$ cat src/ipc_regs.svh
// Constants for the I/O pin state control block
`ifndef IPC_REGS_SVH
`define IPC_REGS_SVH

`define IPC_MODE_W 3
`define IPC_MODE_4 3'h4
`define IPC_MODE_5 3'h5
`define IPC_MODE_6 3'h6
`define IPC_MODE_7 3'h7

`define IPC_LOW_ADDR_W 20
`define IPC_UPPER_ADDR_N 3

`define IPC_PIN_WAITREQ 0
`define IPC_PIN_STROBE_MUX 1
`define IPC_PIN_CSA_P6 2
`define IPC_PIN_CSB_P6 4
`define IPC_PIN_CSA_PG 6
`define IPC_PIN_CSB_PG 7
`define IPC_PIN_UPPER 9
`define IPC_PIN_ADDR20 12
`define IPC_PIN_LOWADDR 13

`define IPC_OFS_CLOCK 0
`define IPC_OFS_LOWWR 1
`define IPC_OFS_COLSTB 2
`define IPC_OFS_CS0 3
`define IPC_OFS_ADSTB 4
`define IPC_OFS_RDSTB 5
`define IPC_OFS_HIWR 6
`define IPC_OFS_BUSACK 7
`define IPC_OFS_BUSREQ 8
`define IPC_OFS_COUNT 9

`define IPC_P6_PAIR 2
`define IPC_PG_B_PAIR 2

`define IPC_RST_OE 1'h0
`define IPC_RST_OUT 1'h0

`endif

$ cat src/ipc_pkg.sv
// Types shared by the I/O pin state control block
package ipc_pkg;

   typedef enum logic [2:0] {
      PS_RESET,
      PS_HW_STANDBY,
      PS_SW_STANDBY,
      PS_BUS_RELEASED,
      PS_EXEC,
      PS_SLEEP
   } ipc_proc_e;

   typedef enum logic [2:0] {
      ROLE_FLOAT,
      ROLE_HOLD,
      ROLE_HIGH,
      ROLE_LOW,
      ROLE_GPIO,
      ROLE_INPUT,
      ROLE_FUNC_OUT,
      ROLE_FUNC_IN
   } ipc_role_e;

   typedef struct packed {
      logic waitInputEnable;
      logic waitPinRoute;
      logic busReleaseEnable;
      logic busRequestOutEnable;
      logic busRequestOutRoute;
      logic dramSpaceEnable;
      logic dramAccess16;
      logic [2:0] upperAddrEnable;
      logic addr20Enable;
      logic addrStrobeOff;
      logic chipSelectGroupAEnable;
      logic chipSelectGroupBEnable;
      logic lowWriteOff;
      logic standbyOutputHold;
   } ipc_cfg_s;

   typedef struct packed {
      logic oe;
      logic out;
   } ipc_pin_s;

endpackage : ipc_pkg

$ cat src/ipc_io_pin_state_control.sv
// Per-pin output state selection by operating mode, processing state and enables
`timescale 1ns/1ps
`include "ipc_regs.svh"

module ipc_io_pin_state_control #(
   parameter int LOW_ADDR_W = `IPC_LOW_ADDR_W,
   parameter int PIN_N = `IPC_PIN_LOWADDR + LOW_ADDR_W + `IPC_OFS_COUNT
) (
   input wire logic clk,
   input wire logic rst,
   input wire logic [`IPC_MODE_W-1:0] mode,
   input wire ipc_pkg::ipc_proc_e procState,
   input wire ipc_pkg::ipc_cfg_s cfg,
   input wire logic [PIN_N-1:0] gpioDir,
   input wire logic [PIN_N-1:0] gpioOut,
   input wire logic [PIN_N-1:0] funcOut,
   output logic [PIN_N-1:0] pinOut,
   output logic [PIN_N-1:0] pinOe
);

   localparam int TAIL = `IPC_PIN_LOWADDR + LOW_ADDR_W;
   localparam int PIN_CLOCK = TAIL + `IPC_OFS_CLOCK;
   localparam int PIN_LOWWR = TAIL + `IPC_OFS_LOWWR;
   localparam int PIN_COLSTB = TAIL + `IPC_OFS_COLSTB;
   localparam int PIN_CS0 = TAIL + `IPC_OFS_CS0;
   localparam int PIN_ADSTB = TAIL + `IPC_OFS_ADSTB;
   localparam int PIN_RDSTB = TAIL + `IPC_OFS_RDSTB;
   localparam int PIN_HIWR = TAIL + `IPC_OFS_HIWR;
   localparam int PIN_BUSACK = TAIL + `IPC_OFS_BUSACK;
   localparam int PIN_BUSREQ = TAIL + `IPC_OFS_BUSREQ;

   ipc_pkg::ipc_role_e [PIN_N-1:0] role;

   // Selects the role for the present processing state; sleep behaves as execution
   function automatic ipc_pkg::ipc_role_e pick(
      input ipc_pkg::ipc_proc_e ps,
      input ipc_pkg::ipc_role_e inReset,
      input ipc_pkg::ipc_role_e inSwStby,
      input ipc_pkg::ipc_role_e inRelease,
      input ipc_pkg::ipc_role_e inExec
   );
      ipc_pkg::ipc_role_e r;
      r = ipc_pkg::ROLE_FLOAT;
      unique case (ps)
         ipc_pkg::PS_RESET: r = inReset;
         ipc_pkg::PS_HW_STANDBY: r = ipc_pkg::ROLE_FLOAT;
         ipc_pkg::PS_SW_STANDBY: r = inSwStby;
         ipc_pkg::PS_BUS_RELEASED: r = inRelease;
         ipc_pkg::PS_EXEC, ipc_pkg::PS_SLEEP: r = inExec;
         default: r = ipc_pkg::ROLE_FLOAT;
      endcase
      return r;
   endfunction : pick

   // Standby treatment of a bus output: driven idle-high or floated
   function automatic ipc_pkg::ipc_role_e stbyHigh(input logic hold);
      return hold ? ipc_pkg::ROLE_HIGH : ipc_pkg::ROLE_FLOAT;
   endfunction : stbyHigh

   // Standby treatment of an address output: last level kept or floated
   function automatic ipc_pkg::ipc_role_e stbyKeep(input logic hold);
      return hold ? ipc_pkg::ROLE_HOLD : ipc_pkg::ROLE_FLOAT;
   endfunction : stbyKeep

   // Chip-select pin of either group
   function automatic ipc_pkg::ipc_role_e csRole(
      input ipc_pkg::ipc_proc_e ps,
      input logic en,
      input logic dir,
      input logic hold
   );
      ipc_pkg::ipc_role_e r;
      r = ipc_pkg::ROLE_FLOAT;
      if (!en) begin
         r = pick(ps, ipc_pkg::ROLE_FLOAT, ipc_pkg::ROLE_HOLD,
                  ipc_pkg::ROLE_HOLD, ipc_pkg::ROLE_GPIO);
      end else if (!dir) begin
         r = pick(ps, ipc_pkg::ROLE_FLOAT, ipc_pkg::ROLE_HOLD,
                  ipc_pkg::ROLE_HOLD, ipc_pkg::ROLE_INPUT);
      end else begin
         r = pick(ps, ipc_pkg::ROLE_FLOAT, stbyHigh(hold),
                  ipc_pkg::ROLE_FLOAT, ipc_pkg::ROLE_FUNC_OUT);
      end
      return r;
   endfunction : csRole

   logic busMode;
   logic bus45;
   logic mode6;
   logic hold;
   logic reqAtP5;
   logic reqAtPf;
   logic waitAtP5;
   logic waitAtPf;
   logic lowerColEn;

   always_comb begin
      busMode = (mode == `IPC_MODE_4) || (mode == `IPC_MODE_5) || (mode == `IPC_MODE_6);
      bus45 = (mode == `IPC_MODE_4) || (mode == `IPC_MODE_5);
      mode6 = (mode == `IPC_MODE_6);
      hold = cfg.standbyOutputHold;
      // Route bit set sends the function to port 5, clear sends it to port F
      reqAtP5 = cfg.busRequestOutEnable & cfg.busRequestOutRoute;
      reqAtPf = cfg.busRequestOutEnable & ~cfg.busRequestOutRoute;
      waitAtP5 = cfg.waitInputEnable & cfg.waitPinRoute;
      waitAtPf = cfg.waitInputEnable & ~cfg.waitPinRoute;
      lowerColEn = cfg.dramSpaceEnable & cfg.dramAccess16;
   end

   always_comb begin
      // Mode 7 and the undefined modes leave every pin except the clock pin to the port logic
      for (int i = 0; i < PIN_N; i++) begin
         role[i] = pick(procState, ipc_pkg::ROLE_FLOAT, ipc_pkg::ROLE_HOLD,
                        ipc_pkg::ROLE_HOLD, ipc_pkg::ROLE_GPIO);
      end

      // Clock pin follows its direction bit in every mode
      if (gpioDir[PIN_CLOCK]) begin
         role[PIN_CLOCK] = pick(procState,
                                busMode ? ipc_pkg::ROLE_FUNC_OUT : ipc_pkg::ROLE_FLOAT,
                                ipc_pkg::ROLE_HIGH, ipc_pkg::ROLE_FUNC_OUT,
                                ipc_pkg::ROLE_FUNC_OUT);
      end else begin
         role[PIN_CLOCK] = pick(procState,
                                busMode ? ipc_pkg::ROLE_FUNC_OUT : ipc_pkg::ROLE_FLOAT,
                                ipc_pkg::ROLE_INPUT, ipc_pkg::ROLE_INPUT,
                                ipc_pkg::ROLE_INPUT);
      end

      if (busMode) begin
         // Port 5 wait/request pin
         if (reqAtP5) begin
            role[`IPC_PIN_WAITREQ] = pick(procState, ipc_pkg::ROLE_FLOAT, ipc_pkg::ROLE_HOLD,
                                          ipc_pkg::ROLE_FUNC_OUT, ipc_pkg::ROLE_FUNC_OUT);
         end else if (waitAtP5 && !gpioDir[`IPC_PIN_WAITREQ]) begin
            role[`IPC_PIN_WAITREQ] = pick(procState, ipc_pkg::ROLE_FLOAT, ipc_pkg::ROLE_FLOAT,
                                          ipc_pkg::ROLE_FLOAT, ipc_pkg::ROLE_FUNC_IN);
         end else begin
            role[`IPC_PIN_WAITREQ] = pick(procState, ipc_pkg::ROLE_FLOAT, ipc_pkg::ROLE_HOLD,
                                          ipc_pkg::ROLE_HOLD, ipc_pkg::ROLE_GPIO);
         end

         // Port F shared pin: lower column strobe outranks request and wait
         if (lowerColEn) begin
            role[`IPC_PIN_STROBE_MUX] = pick(procState, ipc_pkg::ROLE_FLOAT, stbyHigh(hold),
                                             ipc_pkg::ROLE_FLOAT, ipc_pkg::ROLE_FUNC_OUT);
         end else if (reqAtPf) begin
            role[`IPC_PIN_STROBE_MUX] = pick(procState, ipc_pkg::ROLE_FLOAT, ipc_pkg::ROLE_HOLD,
                                             ipc_pkg::ROLE_FUNC_OUT, ipc_pkg::ROLE_FUNC_OUT);
         end else if (waitAtPf && !gpioDir[`IPC_PIN_STROBE_MUX]) begin
            role[`IPC_PIN_STROBE_MUX] = pick(procState, ipc_pkg::ROLE_FLOAT, ipc_pkg::ROLE_FLOAT,
                                             ipc_pkg::ROLE_FLOAT, ipc_pkg::ROLE_FUNC_IN);
         end else begin
            role[`IPC_PIN_STROBE_MUX] = pick(procState, ipc_pkg::ROLE_FLOAT, ipc_pkg::ROLE_HOLD,
                                             ipc_pkg::ROLE_HOLD, ipc_pkg::ROLE_GPIO);
         end

         // Chip selects; enables must only change with direction clear, else a glitch is possible
         for (int k = 0; k < `IPC_P6_PAIR; k++) begin
            role[`IPC_PIN_CSA_P6 + k] = csRole(procState, cfg.chipSelectGroupAEnable,
                                               gpioDir[`IPC_PIN_CSA_P6 + k], hold);
            role[`IPC_PIN_CSB_P6 + k] = csRole(procState, cfg.chipSelectGroupBEnable,
                                               gpioDir[`IPC_PIN_CSB_P6 + k], hold);
         end
         role[`IPC_PIN_CSA_PG] = csRole(procState, cfg.chipSelectGroupAEnable,
                                        gpioDir[`IPC_PIN_CSA_PG], hold);
         for (int k = 0; k < `IPC_PG_B_PAIR; k++) begin
            role[`IPC_PIN_CSB_PG + k] = csRole(procState, cfg.chipSelectGroupBEnable,
                                               gpioDir[`IPC_PIN_CSB_PG + k], hold);
         end

         // Upper address bits, one enable each
         for (int k = 0; k < `IPC_UPPER_ADDR_N; k++) begin
            if (!cfg.upperAddrEnable[k]) begin
               role[`IPC_PIN_UPPER + k] = pick(procState, ipc_pkg::ROLE_FLOAT, ipc_pkg::ROLE_HOLD,
                                               ipc_pkg::ROLE_HOLD, ipc_pkg::ROLE_GPIO);
            end else if (!gpioDir[`IPC_PIN_UPPER + k]) begin
               role[`IPC_PIN_UPPER + k] = pick(procState, ipc_pkg::ROLE_FLOAT, ipc_pkg::ROLE_FLOAT,
                                               ipc_pkg::ROLE_FLOAT, ipc_pkg::ROLE_INPUT);
            end else begin
               role[`IPC_PIN_UPPER + k] = pick(procState, ipc_pkg::ROLE_FLOAT, stbyKeep(hold),
                                               ipc_pkg::ROLE_FLOAT, ipc_pkg::ROLE_FUNC_OUT);
            end
         end

         // Address bit 20
         if (bus45) begin
            if (!cfg.addr20Enable && gpioDir[`IPC_PIN_ADDR20]) begin
               role[`IPC_PIN_ADDR20] = pick(procState, ipc_pkg::ROLE_LOW, ipc_pkg::ROLE_HOLD,
                                            ipc_pkg::ROLE_HOLD, ipc_pkg::ROLE_GPIO);
            end else begin
               role[`IPC_PIN_ADDR20] = pick(procState, ipc_pkg::ROLE_LOW, stbyKeep(hold),
                                            ipc_pkg::ROLE_FLOAT, ipc_pkg::ROLE_FUNC_OUT);
            end
         end else if (cfg.addr20Enable && gpioDir[`IPC_PIN_ADDR20]) begin
            role[`IPC_PIN_ADDR20] = pick(procState, ipc_pkg::ROLE_FLOAT, stbyKeep(hold),
                                         ipc_pkg::ROLE_FLOAT, ipc_pkg::ROLE_FUNC_OUT);
         end else begin
            role[`IPC_PIN_ADDR20] = pick(procState, ipc_pkg::ROLE_FLOAT, ipc_pkg::ROLE_HOLD,
                                         ipc_pkg::ROLE_HOLD, ipc_pkg::ROLE_GPIO);
         end

         // Lower address bits of ports A, B and C
         for (int k = 0; k < LOW_ADDR_W; k++) begin
            if (bus45) begin
               role[`IPC_PIN_LOWADDR + k] = pick(procState, ipc_pkg::ROLE_LOW, stbyKeep(hold),
                                                 ipc_pkg::ROLE_FLOAT, ipc_pkg::ROLE_FUNC_OUT);
            end else if (gpioDir[`IPC_PIN_LOWADDR + k]) begin
               role[`IPC_PIN_LOWADDR + k] = pick(procState, ipc_pkg::ROLE_FLOAT, stbyKeep(hold),
                                                 ipc_pkg::ROLE_FLOAT, ipc_pkg::ROLE_FUNC_OUT);
            end else begin
               role[`IPC_PIN_LOWADDR + k] = pick(procState, ipc_pkg::ROLE_FLOAT, ipc_pkg::ROLE_FLOAT,
                                                 ipc_pkg::ROLE_FLOAT, ipc_pkg::ROLE_INPUT);
            end
         end

         // Low-byte write strobe
         if (cfg.lowWriteOff) begin
            role[PIN_LOWWR] = pick(procState, ipc_pkg::ROLE_HIGH, ipc_pkg::ROLE_HOLD,
                                   ipc_pkg::ROLE_HOLD, ipc_pkg::ROLE_GPIO);
         end else begin
            role[PIN_LOWWR] = pick(procState, ipc_pkg::ROLE_HIGH, stbyHigh(hold),
                                   ipc_pkg::ROLE_FLOAT, ipc_pkg::ROLE_FUNC_OUT);
         end

         // Address strobe has the same shape as the low write strobe
         if (cfg.addrStrobeOff) begin
            role[PIN_ADSTB] = pick(procState, ipc_pkg::ROLE_HIGH, ipc_pkg::ROLE_HOLD,
                                   ipc_pkg::ROLE_HOLD, ipc_pkg::ROLE_GPIO);
         end else begin
            role[PIN_ADSTB] = pick(procState, ipc_pkg::ROLE_HIGH, stbyHigh(hold),
                                   ipc_pkg::ROLE_FLOAT, ipc_pkg::ROLE_FUNC_OUT);
         end

         role[PIN_RDSTB] = pick(procState, ipc_pkg::ROLE_HIGH, stbyHigh(hold),
                                ipc_pkg::ROLE_FLOAT, ipc_pkg::ROLE_FUNC_OUT);
         role[PIN_HIWR] = pick(procState, ipc_pkg::ROLE_HIGH, stbyHigh(hold),
                               ipc_pkg::ROLE_FLOAT, ipc_pkg::ROLE_FUNC_OUT);

         // Column strobe keeps running in standby only with standbyOutputHold set, so refresh can continue
         if (cfg.dramSpaceEnable) begin
            role[PIN_COLSTB] = pick(procState, ipc_pkg::ROLE_FLOAT,
                                    hold ? ipc_pkg::ROLE_FUNC_OUT : ipc_pkg::ROLE_FLOAT,
                                    ipc_pkg::ROLE_FLOAT, ipc_pkg::ROLE_FUNC_OUT);
         end else begin
            role[PIN_COLSTB] = pick(procState, ipc_pkg::ROLE_FLOAT, ipc_pkg::ROLE_HOLD,
                                    ipc_pkg::ROLE_FLOAT, ipc_pkg::ROLE_INPUT);
         end

         // Chip select 0 idles high through reset in modes 4 and 5
         if (gpioDir[PIN_CS0]) begin
            role[PIN_CS0] = pick(procState, bus45 ? ipc_pkg::ROLE_HIGH : ipc_pkg::ROLE_FLOAT,
                                 stbyHigh(hold), ipc_pkg::ROLE_FLOAT, ipc_pkg::ROLE_FUNC_OUT);
         end else begin
            role[PIN_CS0] = pick(procState, bus45 ? ipc_pkg::ROLE_HIGH : ipc_pkg::ROLE_FLOAT,
                                 ipc_pkg::ROLE_FLOAT, ipc_pkg::ROLE_FLOAT, ipc_pkg::ROLE_INPUT);
         end

         // Bus release handshake pins
         if (cfg.busReleaseEnable) begin
            role[PIN_BUSACK] = pick(procState, ipc_pkg::ROLE_FLOAT, ipc_pkg::ROLE_FUNC_OUT,
                                    ipc_pkg::ROLE_LOW, ipc_pkg::ROLE_FUNC_OUT);
            role[PIN_BUSREQ] = pick(procState, ipc_pkg::ROLE_FLOAT, ipc_pkg::ROLE_FLOAT,
                                    ipc_pkg::ROLE_FLOAT, ipc_pkg::ROLE_FUNC_IN);
         end else begin
            role[PIN_BUSACK] = pick(procState, ipc_pkg::ROLE_FLOAT, ipc_pkg::ROLE_HOLD,
                                    ipc_pkg::ROLE_LOW, ipc_pkg::ROLE_GPIO);
            role[PIN_BUSREQ] = pick(procState, ipc_pkg::ROLE_FLOAT, ipc_pkg::ROLE_HOLD,
                                    ipc_pkg::ROLE_FLOAT, ipc_pkg::ROLE_GPIO);
         end
      end
   end

   genvar g;
   generate
      for (g = 0; g < PIN_N; g++) begin : gPin
         ipc_pin_cell uCell (
            .clk(clk),
            .rst(rst),
            .role(role[g]),
            .gpioDir(gpioDir[g]),
            .gpioOut(gpioOut[g]),
            .funcOut(funcOut[g]),
            .pinOut(pinOut[g]),
            .pinOe(pinOe[g])
         );
      end
   endgenerate

endmodule : ipc_io_pin_state_control

$ cat src/ipc_pin_cell.sv
// One pad driver: turns a pin role into registered drive level and enable
`timescale 1ns/1ps
`include "ipc_regs.svh"

module ipc_pin_cell (
   input wire logic clk,
   input wire logic rst,
   input wire ipc_pkg::ipc_role_e role,
   input wire logic gpioDir,
   input wire logic gpioOut,
   input wire logic funcOut,
   output logic pinOut,
   output logic pinOe
);

   ipc_pkg::ipc_pin_s state;
   ipc_pkg::ipc_pin_s next_state;

   always_comb begin
      next_state = state;
      unique case (role)
         ipc_pkg::ROLE_FLOAT: begin
            next_state.oe = 1'h0;
         end
         // An input was not driving, so it stays floated; an output keeps its level
         ipc_pkg::ROLE_HOLD: begin
            next_state = state;
         end
         ipc_pkg::ROLE_HIGH: begin
            next_state.oe = 1'h1;
            next_state.out = 1'h1;
         end
         ipc_pkg::ROLE_LOW: begin
            next_state.oe = 1'h1;
            next_state.out = 1'h0;
         end
         ipc_pkg::ROLE_GPIO: begin
            next_state.oe = gpioDir;
            next_state.out = gpioOut;
         end
         ipc_pkg::ROLE_INPUT, ipc_pkg::ROLE_FUNC_IN: begin
            next_state.oe = 1'h0;
         end
         ipc_pkg::ROLE_FUNC_OUT: begin
            next_state.oe = 1'h1;
            next_state.out = funcOut;
         end
      endcase
   end

   always_ff @(posedge clk or posedge rst) begin
      if (rst) begin
         state.oe <= `IPC_RST_OE;
         state.out <= `IPC_RST_OUT;
      end else begin
         state <= next_state;
      end
   end

   assign pinOut = state.out;
   assign pinOe = state.oe;

endmodule : ipc_pin_cell

$ cat config.mk
export PLATFORM = sky130hd
export DESIGN_NAME = ipc_io_pin_state_control
export DESIGN_NICKNAME = d
export VERILOG_FILES = /design/src/ipc_pkg.sv /design/src/ipc_io_pin_state_control.sv /design/src/ipc_pin_cell.sv
export VERILOG_INCLUDE_DIRS = /design/src
export SDC_FILE = /design/constraint.sdc
export NUM_CORES = 1
export LEC_CHECK = 0
export ABC_AREA = 1
export BUFFER_PORTS_ARGS = -buffer_cell sky130_fd_sc_hd__buf_2
export CAP_MARGIN = 20
export CORE_MARGIN = 2
export CORE_UTILIZATION = 45
export CTS_CLUSTER_SIZE = 10
export DETAILED_ROUTE_END_ITERATION = 8
export GPL_TIMING_DRIVEN = 0
export PLACE_DENSITY = 0.86
export SYNTH_ARGS = -nofsm -noshare
export SYNTH_HDL_FRONTEND = slang
export SYNTH_SLANG_ARGS = --single-unit
$ cat constraint.sdc
create_clock -name clk -period 2.6 [get_ports clk]
set_input_delay 0.39 -clock clk [delete_from_list [all_inputs] [get_ports clk]]
set_output_delay 0.39 -clock clk [all_outputs]
set_load 0.02 [all_outputs]
======== After elaboration in Yosys (flattened, before gate mapping) ========
Cells that the tools add are included.
storage, ports and cells
  output and inout port bits .............. 84
  logic and storage cells ................. 760
  flip-flop bits (word level) ............. 84
cells by class
  reduce and logical (&&, ||, !) cells .... 183
  muxes and demuxes ....................... 185
  equality and inequality tests ........... 301
  bitwise gates (word level) .............. 7
operator list
  cell                                                                   count
  3-bit equality test, second input constant                             173
  3-bit by 2-bit equality test with 1-bit output, second input constant  86
  3-bit OR reduction                                                     86
  3-bit two-way mux                                                      77
  1-bit one-hot mux with 4 select lines                                  42
  4-bit nonzero test                                                     42
  3-bit zero test                                                        43
  3-bit by 1-bit equality test with 1-bit output, second input constant  42
  1-bit one-hot mux with 3 select lines                                  42
  99-bit two-way mux                                                     1
  3-bit one-hot mux with 2 select lines                                  11
  3-bit one-hot mux with 3 select lines                                  7
  24-bit two-way mux                                                     1
  6-bit two-way mux                                                      1
  1-bit AND                                                              5
  1-bit logical AND                                                      4
  2-bit two-way mux                                                      2
  2-bit OR reduction                                                     2
  4-bit OR reduction                                                     1
  1-bit zero test                                                        3
  1-bit logical OR                                                       2
  1-bit inverter                                                         2
  1-bit two-way mux                                                      1

======== Longest topological paths before layout ========
  depth after elaboration ................. 10
  mapped depth ............................ 12
  mapped depth without buffers ............ 12

======== By module ========
Synthesis repeated with hierarchy kept, for this count alone.
second synthesis, totals
  cells, all modules ...................... 1,133
  area total of the unflattened synthesis .. 6,722.7 um^2
modules (own cells, without submodules)
  module                    area an instance (um^2)  sequential area each (um^2)  times used  cells each
  ipc_pin_cell              126.4                    50.0                         42          20
  ipc_io_pin_state_control  1,415.1                  0.0                          1           293

======== Worst setup path after synthesis ========
OpenSTA, ideal clock, no wires.
  path kind ............................... in2reg
  from .................................... input port procState[2]
  to ...................................... register gPin[26].uCell.state, in the netlist gPin[26].uCell.pinOe
  required time ........................... 2.535 ns
  path buffers ............................ 2
  path slack .............................. 1.016 ns
  data arrival time ....................... 1.518 ns
  stages on the path ...................... 11
  cells stage by stage .................... nor2_2 nand2_1 nand2_2 inv_2 nor2_4 inv_2 buf_6 buf_6 a21oi_1 nand3_1 nand2_1
on the way
  word-level cells in the longest chain between the ends .. 9
  elaborated cells between the ends (all ways) .. 25
  classes of those cells .................. 11 x eq/ne; 8 x mux; 6 x reduce/logical
RTL lines
  element                                                                            RTL line                         source
  from (decl)                                                                        ipc_io_pin_state_control.sv:12   input wire ipc_pkg::ipc_proc_e procState,
  3-bit equality test                                                                ipc_io_pin_state_control.sv:44   unique case (ps)
  2-bit OR reduction                                                                 ipc_io_pin_state_control.sv:44
  3-bit one-hot mux with 2 select lines / 3-bit two-way mux (equally long branches)  ipc_io_pin_state_control.sv:44
  3-bit two-way mux                                                                  ipc_io_pin_state_control.sv:208  end else if (gpioDir[`IPC_PIN_LOWADDR + k]) begin
  3-bit two-way mux                                                                  ipc_io_pin_state_control.sv:205  if (bus45) begin
  99-bit two-way mux *                                                               ipc_io_pin_state_control.sv:130  if (busMode) begin
  3-bit by 2-bit equality test with 1-bit output (tied with other cells)             ipc_pin_cell.sv:21               unique case (role)
  3-bit OR reduction (no source line)                                                -
  1-bit one-hot mux with 3 select lines                                              ipc_pin_cell.sv:21
  to (signal assigned)                                                               ipc_pin_cell.sv:56               state <= next_state;
  to (decl)                                                                          ipc_pin_cell.sv:16               ipc_pkg::ipc_pin_s state;
Mark *: on every way between the ends. The rest lies on a longest branch, timed or not.
A chain may end at the register's enable or synchronous reset.

======== Worst setup path after layout ========
  from .................................... input port procState[2]
  to ...................................... register gPin[32].uCell.state, in the netlist gPin[32].uCell.pinOut
on the way
  word-level cells in the longest chain between the ends .. 8
  elaborated cells between the ends (all ways) .. 20
  classes of those cells .................. 8 x eq/ne; 8 x mux; 4 x reduce/logical
RTL lines
  element                                                                                       RTL line
  3-bit equality test                                                                           ipc_io_pin_state_control.sv:44
  2-bit OR reduction                                                                            ipc_io_pin_state_control.sv:44
  3-bit one-hot mux with 2 select lines / 3-bit two-way mux (equally long branches)             ipc_io_pin_state_control.sv:44
  3-bit two-way mux                                                                             ipc_io_pin_state_control.sv:208
  3-bit two-way mux                                                                             ipc_io_pin_state_control.sv:205
  99-bit two-way mux *                                                                          ipc_io_pin_state_control.sv:130
  3-bit equality test / 3-bit by 2-bit equality test with 1-bit output (equally long branches)  ipc_pin_cell.sv:21
  1-bit one-hot mux with 4 select lines / 4-bit nonzero test (equally long branches)            -
  to (signal assigned)                                                                          ipc_pin_cell.sv:56
  to (decl)                                                                                     ipc_pin_cell.sv:16
Marks and branches as above.

==> qor.yml <==
status:
  status: "completed"
power:
  powerDensity_nw_per_um2: 572
  leakagePower_uw: 0.00452
  ir_drop_v: 0.000303
  finalPower_uw: 4480
synthesis:
  avgSynthCellArea_sq_um: 6.57
  synth_top_family_by_area: "simple AND/OR/NAND/NOR gates"
  synth.distinct_cells: 33
  yosys.area_share.simple_pct: 36.1
  netlist_instances: 935
  syn_nets: 1085
  synth_xor_area_share_pct: 0
  synth_area_sq_um: 6140
  post_synth_fa_ha_maj_area_fraction_pct: 0
  synth-compound-area-share_pct: 11.4
  ys_warn_count: 0
  yosysSeqAreaShare_pct: 34.2
  synthMuxAreaShare_pct: 0.183
  ys_ff_latch: 84
worst_setup_path:
  reg2reg_to: "gPin[39].uCell.pinOe$_DFFE_PP0P_"
  critPathBufInv: 3
  critPathTopFamily: "buffers and inverters"
  reg2reg_slack_ns: 1.79
  worst_path_max_delay_cell: "clkbuf_1"
  cp.arrival_ns: 2.19
  start_kind: "primary input"
  crit_start: "procState[2]"
  cp.depth: 8
  crit_fanout: 10
  cp_cell_sequence: "buf_2, nor2_2, nand2_1, nor2_1, clkinv_1, clkbuf_1, nand3_1, nand3_1"
  worst_path_most_repeated_cell: "nand3_1"
  reg2regPathDepth: 1
  critPathCaptureType: "flop"
  cp-endpoint: "gPin[32].uCell.pinOut$_DFFE_PP0P_"
  critPathRequiredTime_ns: 2.83
  r2r_start: "gPin[39].uCell.pinOe$_DFFE_PP0P_"
  critical_path_class: "in2reg"
  cp_slowest_stage_delay_ns: 0.43
global_routing:
  overflow: 0
  grt_max_degree: 61
  grt_pass1_wl_mm: 33.4
  grt_pass1_vias: 6771
  track_usage_pct: 29.5
  antenna_found_initial: 0
timing:
  holdWs_ns: 0.0172
  worstMarginPinSlew_ns: 0.743
  fmax_ghz: 0.511
  maxSlewHeadroom_pct: 50.4
  post-route-period-util_pct: 75.3
  finalCriticalPeriod_ns: 1.96
  maxSlewViolCount: 0
  finalSetupViolCount: 0
  tns_ns: 0
  hold_viol: 0
  skew_ns: 0
  rsz0062_at_grt: "false"
placed_design:
  portBuffers: 231
  dp_cells: 1343
  gp_congestion: 0.927
  dp_hpwl_mm: 16.6
clock_network:
  cts_max_level: 3
  path_clk_slew_ns: 0.07
  cts_tree: "done"
  hold_buffers: 0
  cts_sinks: 84
  cts_buffer_depth: 2
  cts_buffers: 9
  postCtsResizedCells: 0
  clockRootBuffer: "clkbuf_16"
  cts_setup_buffers: 0
  worstSkewPairLatency_ns: 0.35
die:
  die-height_um: 121
  io_pins: 234
  row_count: 42
  fp.coreArea_sq_um: 13300
  die_w_um: 121
  initial_core_util_pct: 46.2
  dieArea_sq_um: 14600
routing:
  drc: 0
  antenna_left: 0
  drtPass1Iterations: 6
  first_iter_violations: 651
  wl_per_cell_um: 16.2
  wirelength_mm: 22.0
  vias: 7285
  via_per_inst: 5.36
finish:
  drive_above_1_share_pct: 31.1
  fin_util_pct: 58.9
  finalNonFillerCells: 1358
  num_antenna_cells: 0
  fillCellCount: 1277
  final_nets: 1328
  final_common_cell: "nand2_1"
  synthToLayoutAreaGrowth_pct: 27.5
  layout_common_cells: "nand2_1, buf_2, nand3_1"
run:
  maxCapViolations: 0
min_path:
  hold_path_class: "in2async"
==> flip-flops by register name (all words and copies together), names as in the netlist <==
register,flops
gPin.uCell.pinOe,42
gPin.uCell.pinOut,42
==> per-stage QoR <==
step	cell area, sq um	setup WS [ns]
after floorplan	6140	0.0449
after global placement	7520	-1.15
after detailed placement	7550	0.289
after CTS	7830	0.663
after global routing	7830	0.458
final	7830	0.643
==> metal layers <==
metal | share of wire, % | GRT usage (%)
met1 | 40 | 35.5
met2 | 48 | 51.7
met3 | 9.2 | 5.42
met4 | 2.7 | 12.4
met5 | 0 | 0
==> Yosys cell counts <==
library cell,n,area share (%)
o21a_1,1,0.12
mux2_2,1,0.18
nand2_2,2,0.20
a31o_2,3,0.43
nand3b_1,1,0.12
buf_2,23,1.9
buf_4,86,11
or2_2,2,0.20
inv_1,70,4.3
buf_6,2,0.37
o22ai_1,1,0.10
a211oi_1,1,0.12
clkbuf_1,12,0.73
clkinv_1,2,0.12
nor3b_1,1,0.12
nor3_1,3,0.24
inv_2,2,0.12
dfrtp_1,84,34
nor2_4,1,0.18
o21bai_1,3,0.37
a22o_1,1,0.14
a21oi_1,28,2.3
o211ai_1,9,1.1
nor2_2,1,0.10
o2111ai_1,1,0.14
o21ai_1,2,0.16
nand4_1,14,1.4
nor2_1,72,4.4
buf_1,1,0.061
nand3_1,148,12
a221o_1,1,0.16
o21ai_0,77,6.3
nand2_1,279,17
==> final cells by class <==
type,instances,area [sq um],area share [%]
multi-input combinational,653,2930,37.4
sequential,84,2100,26.8
timing repair buffer,232,1180,15.1
buffer,124,832,10.6
inverter,74,280,3.58
clock buffer,13,250,3.19
tap,176,220,2.81
clock inverter,2,35.0,0.447
==> cells by family (layout without fill, tap and decap cells) <==
group,count (synthesis),in the layout
flops,84,84
mux,1,1
compound gates,128,128
buf+inv,198,445
simple gates,524,524
==> where the power goes <==
group / leakage [uW] / switching (uW) / total [uW] / internal (uW)
Clock: 0.000140 / 538 / 1300 / 766
Combinational: 0.00334 / 901 / 1560 / 658
Sequential: 0.00104 / 117 / 1620 / 1500
Total: 0.00452 / 1560 / 4480 / 2920
==> how the worst min path moves through the flow <==
stage	slack [ns]	end	depth (start not counted)	start
final	0.02	gPin[24].uCell.pinOut$_DFFE_PP0P_	2	rst
after detailed placement	0.39	gPin[24].uCell.pinOut$_DFFE_PP0P_	2	rst
after global routing	0.04	gPin[24].uCell.pinOut$_DFFE_PP0P_	2	rst
after CTS	0.02	gPin[24].uCell.pinOut$_DFFE_PP0P_	2	rst
after global placement	0.46	gPin[7].uCell.pinOut$_DFFE_PP0P_	2	gPin[7].uCell.pinOut$_DFFE_PP0P_
after floorplan	0.44	gPin[5].uCell.pinOut$_DFFE_PP0P_	2	gPin[5].uCell.pinOut$_DFFE_PP0P_
(Power assumes the default switching activity.)
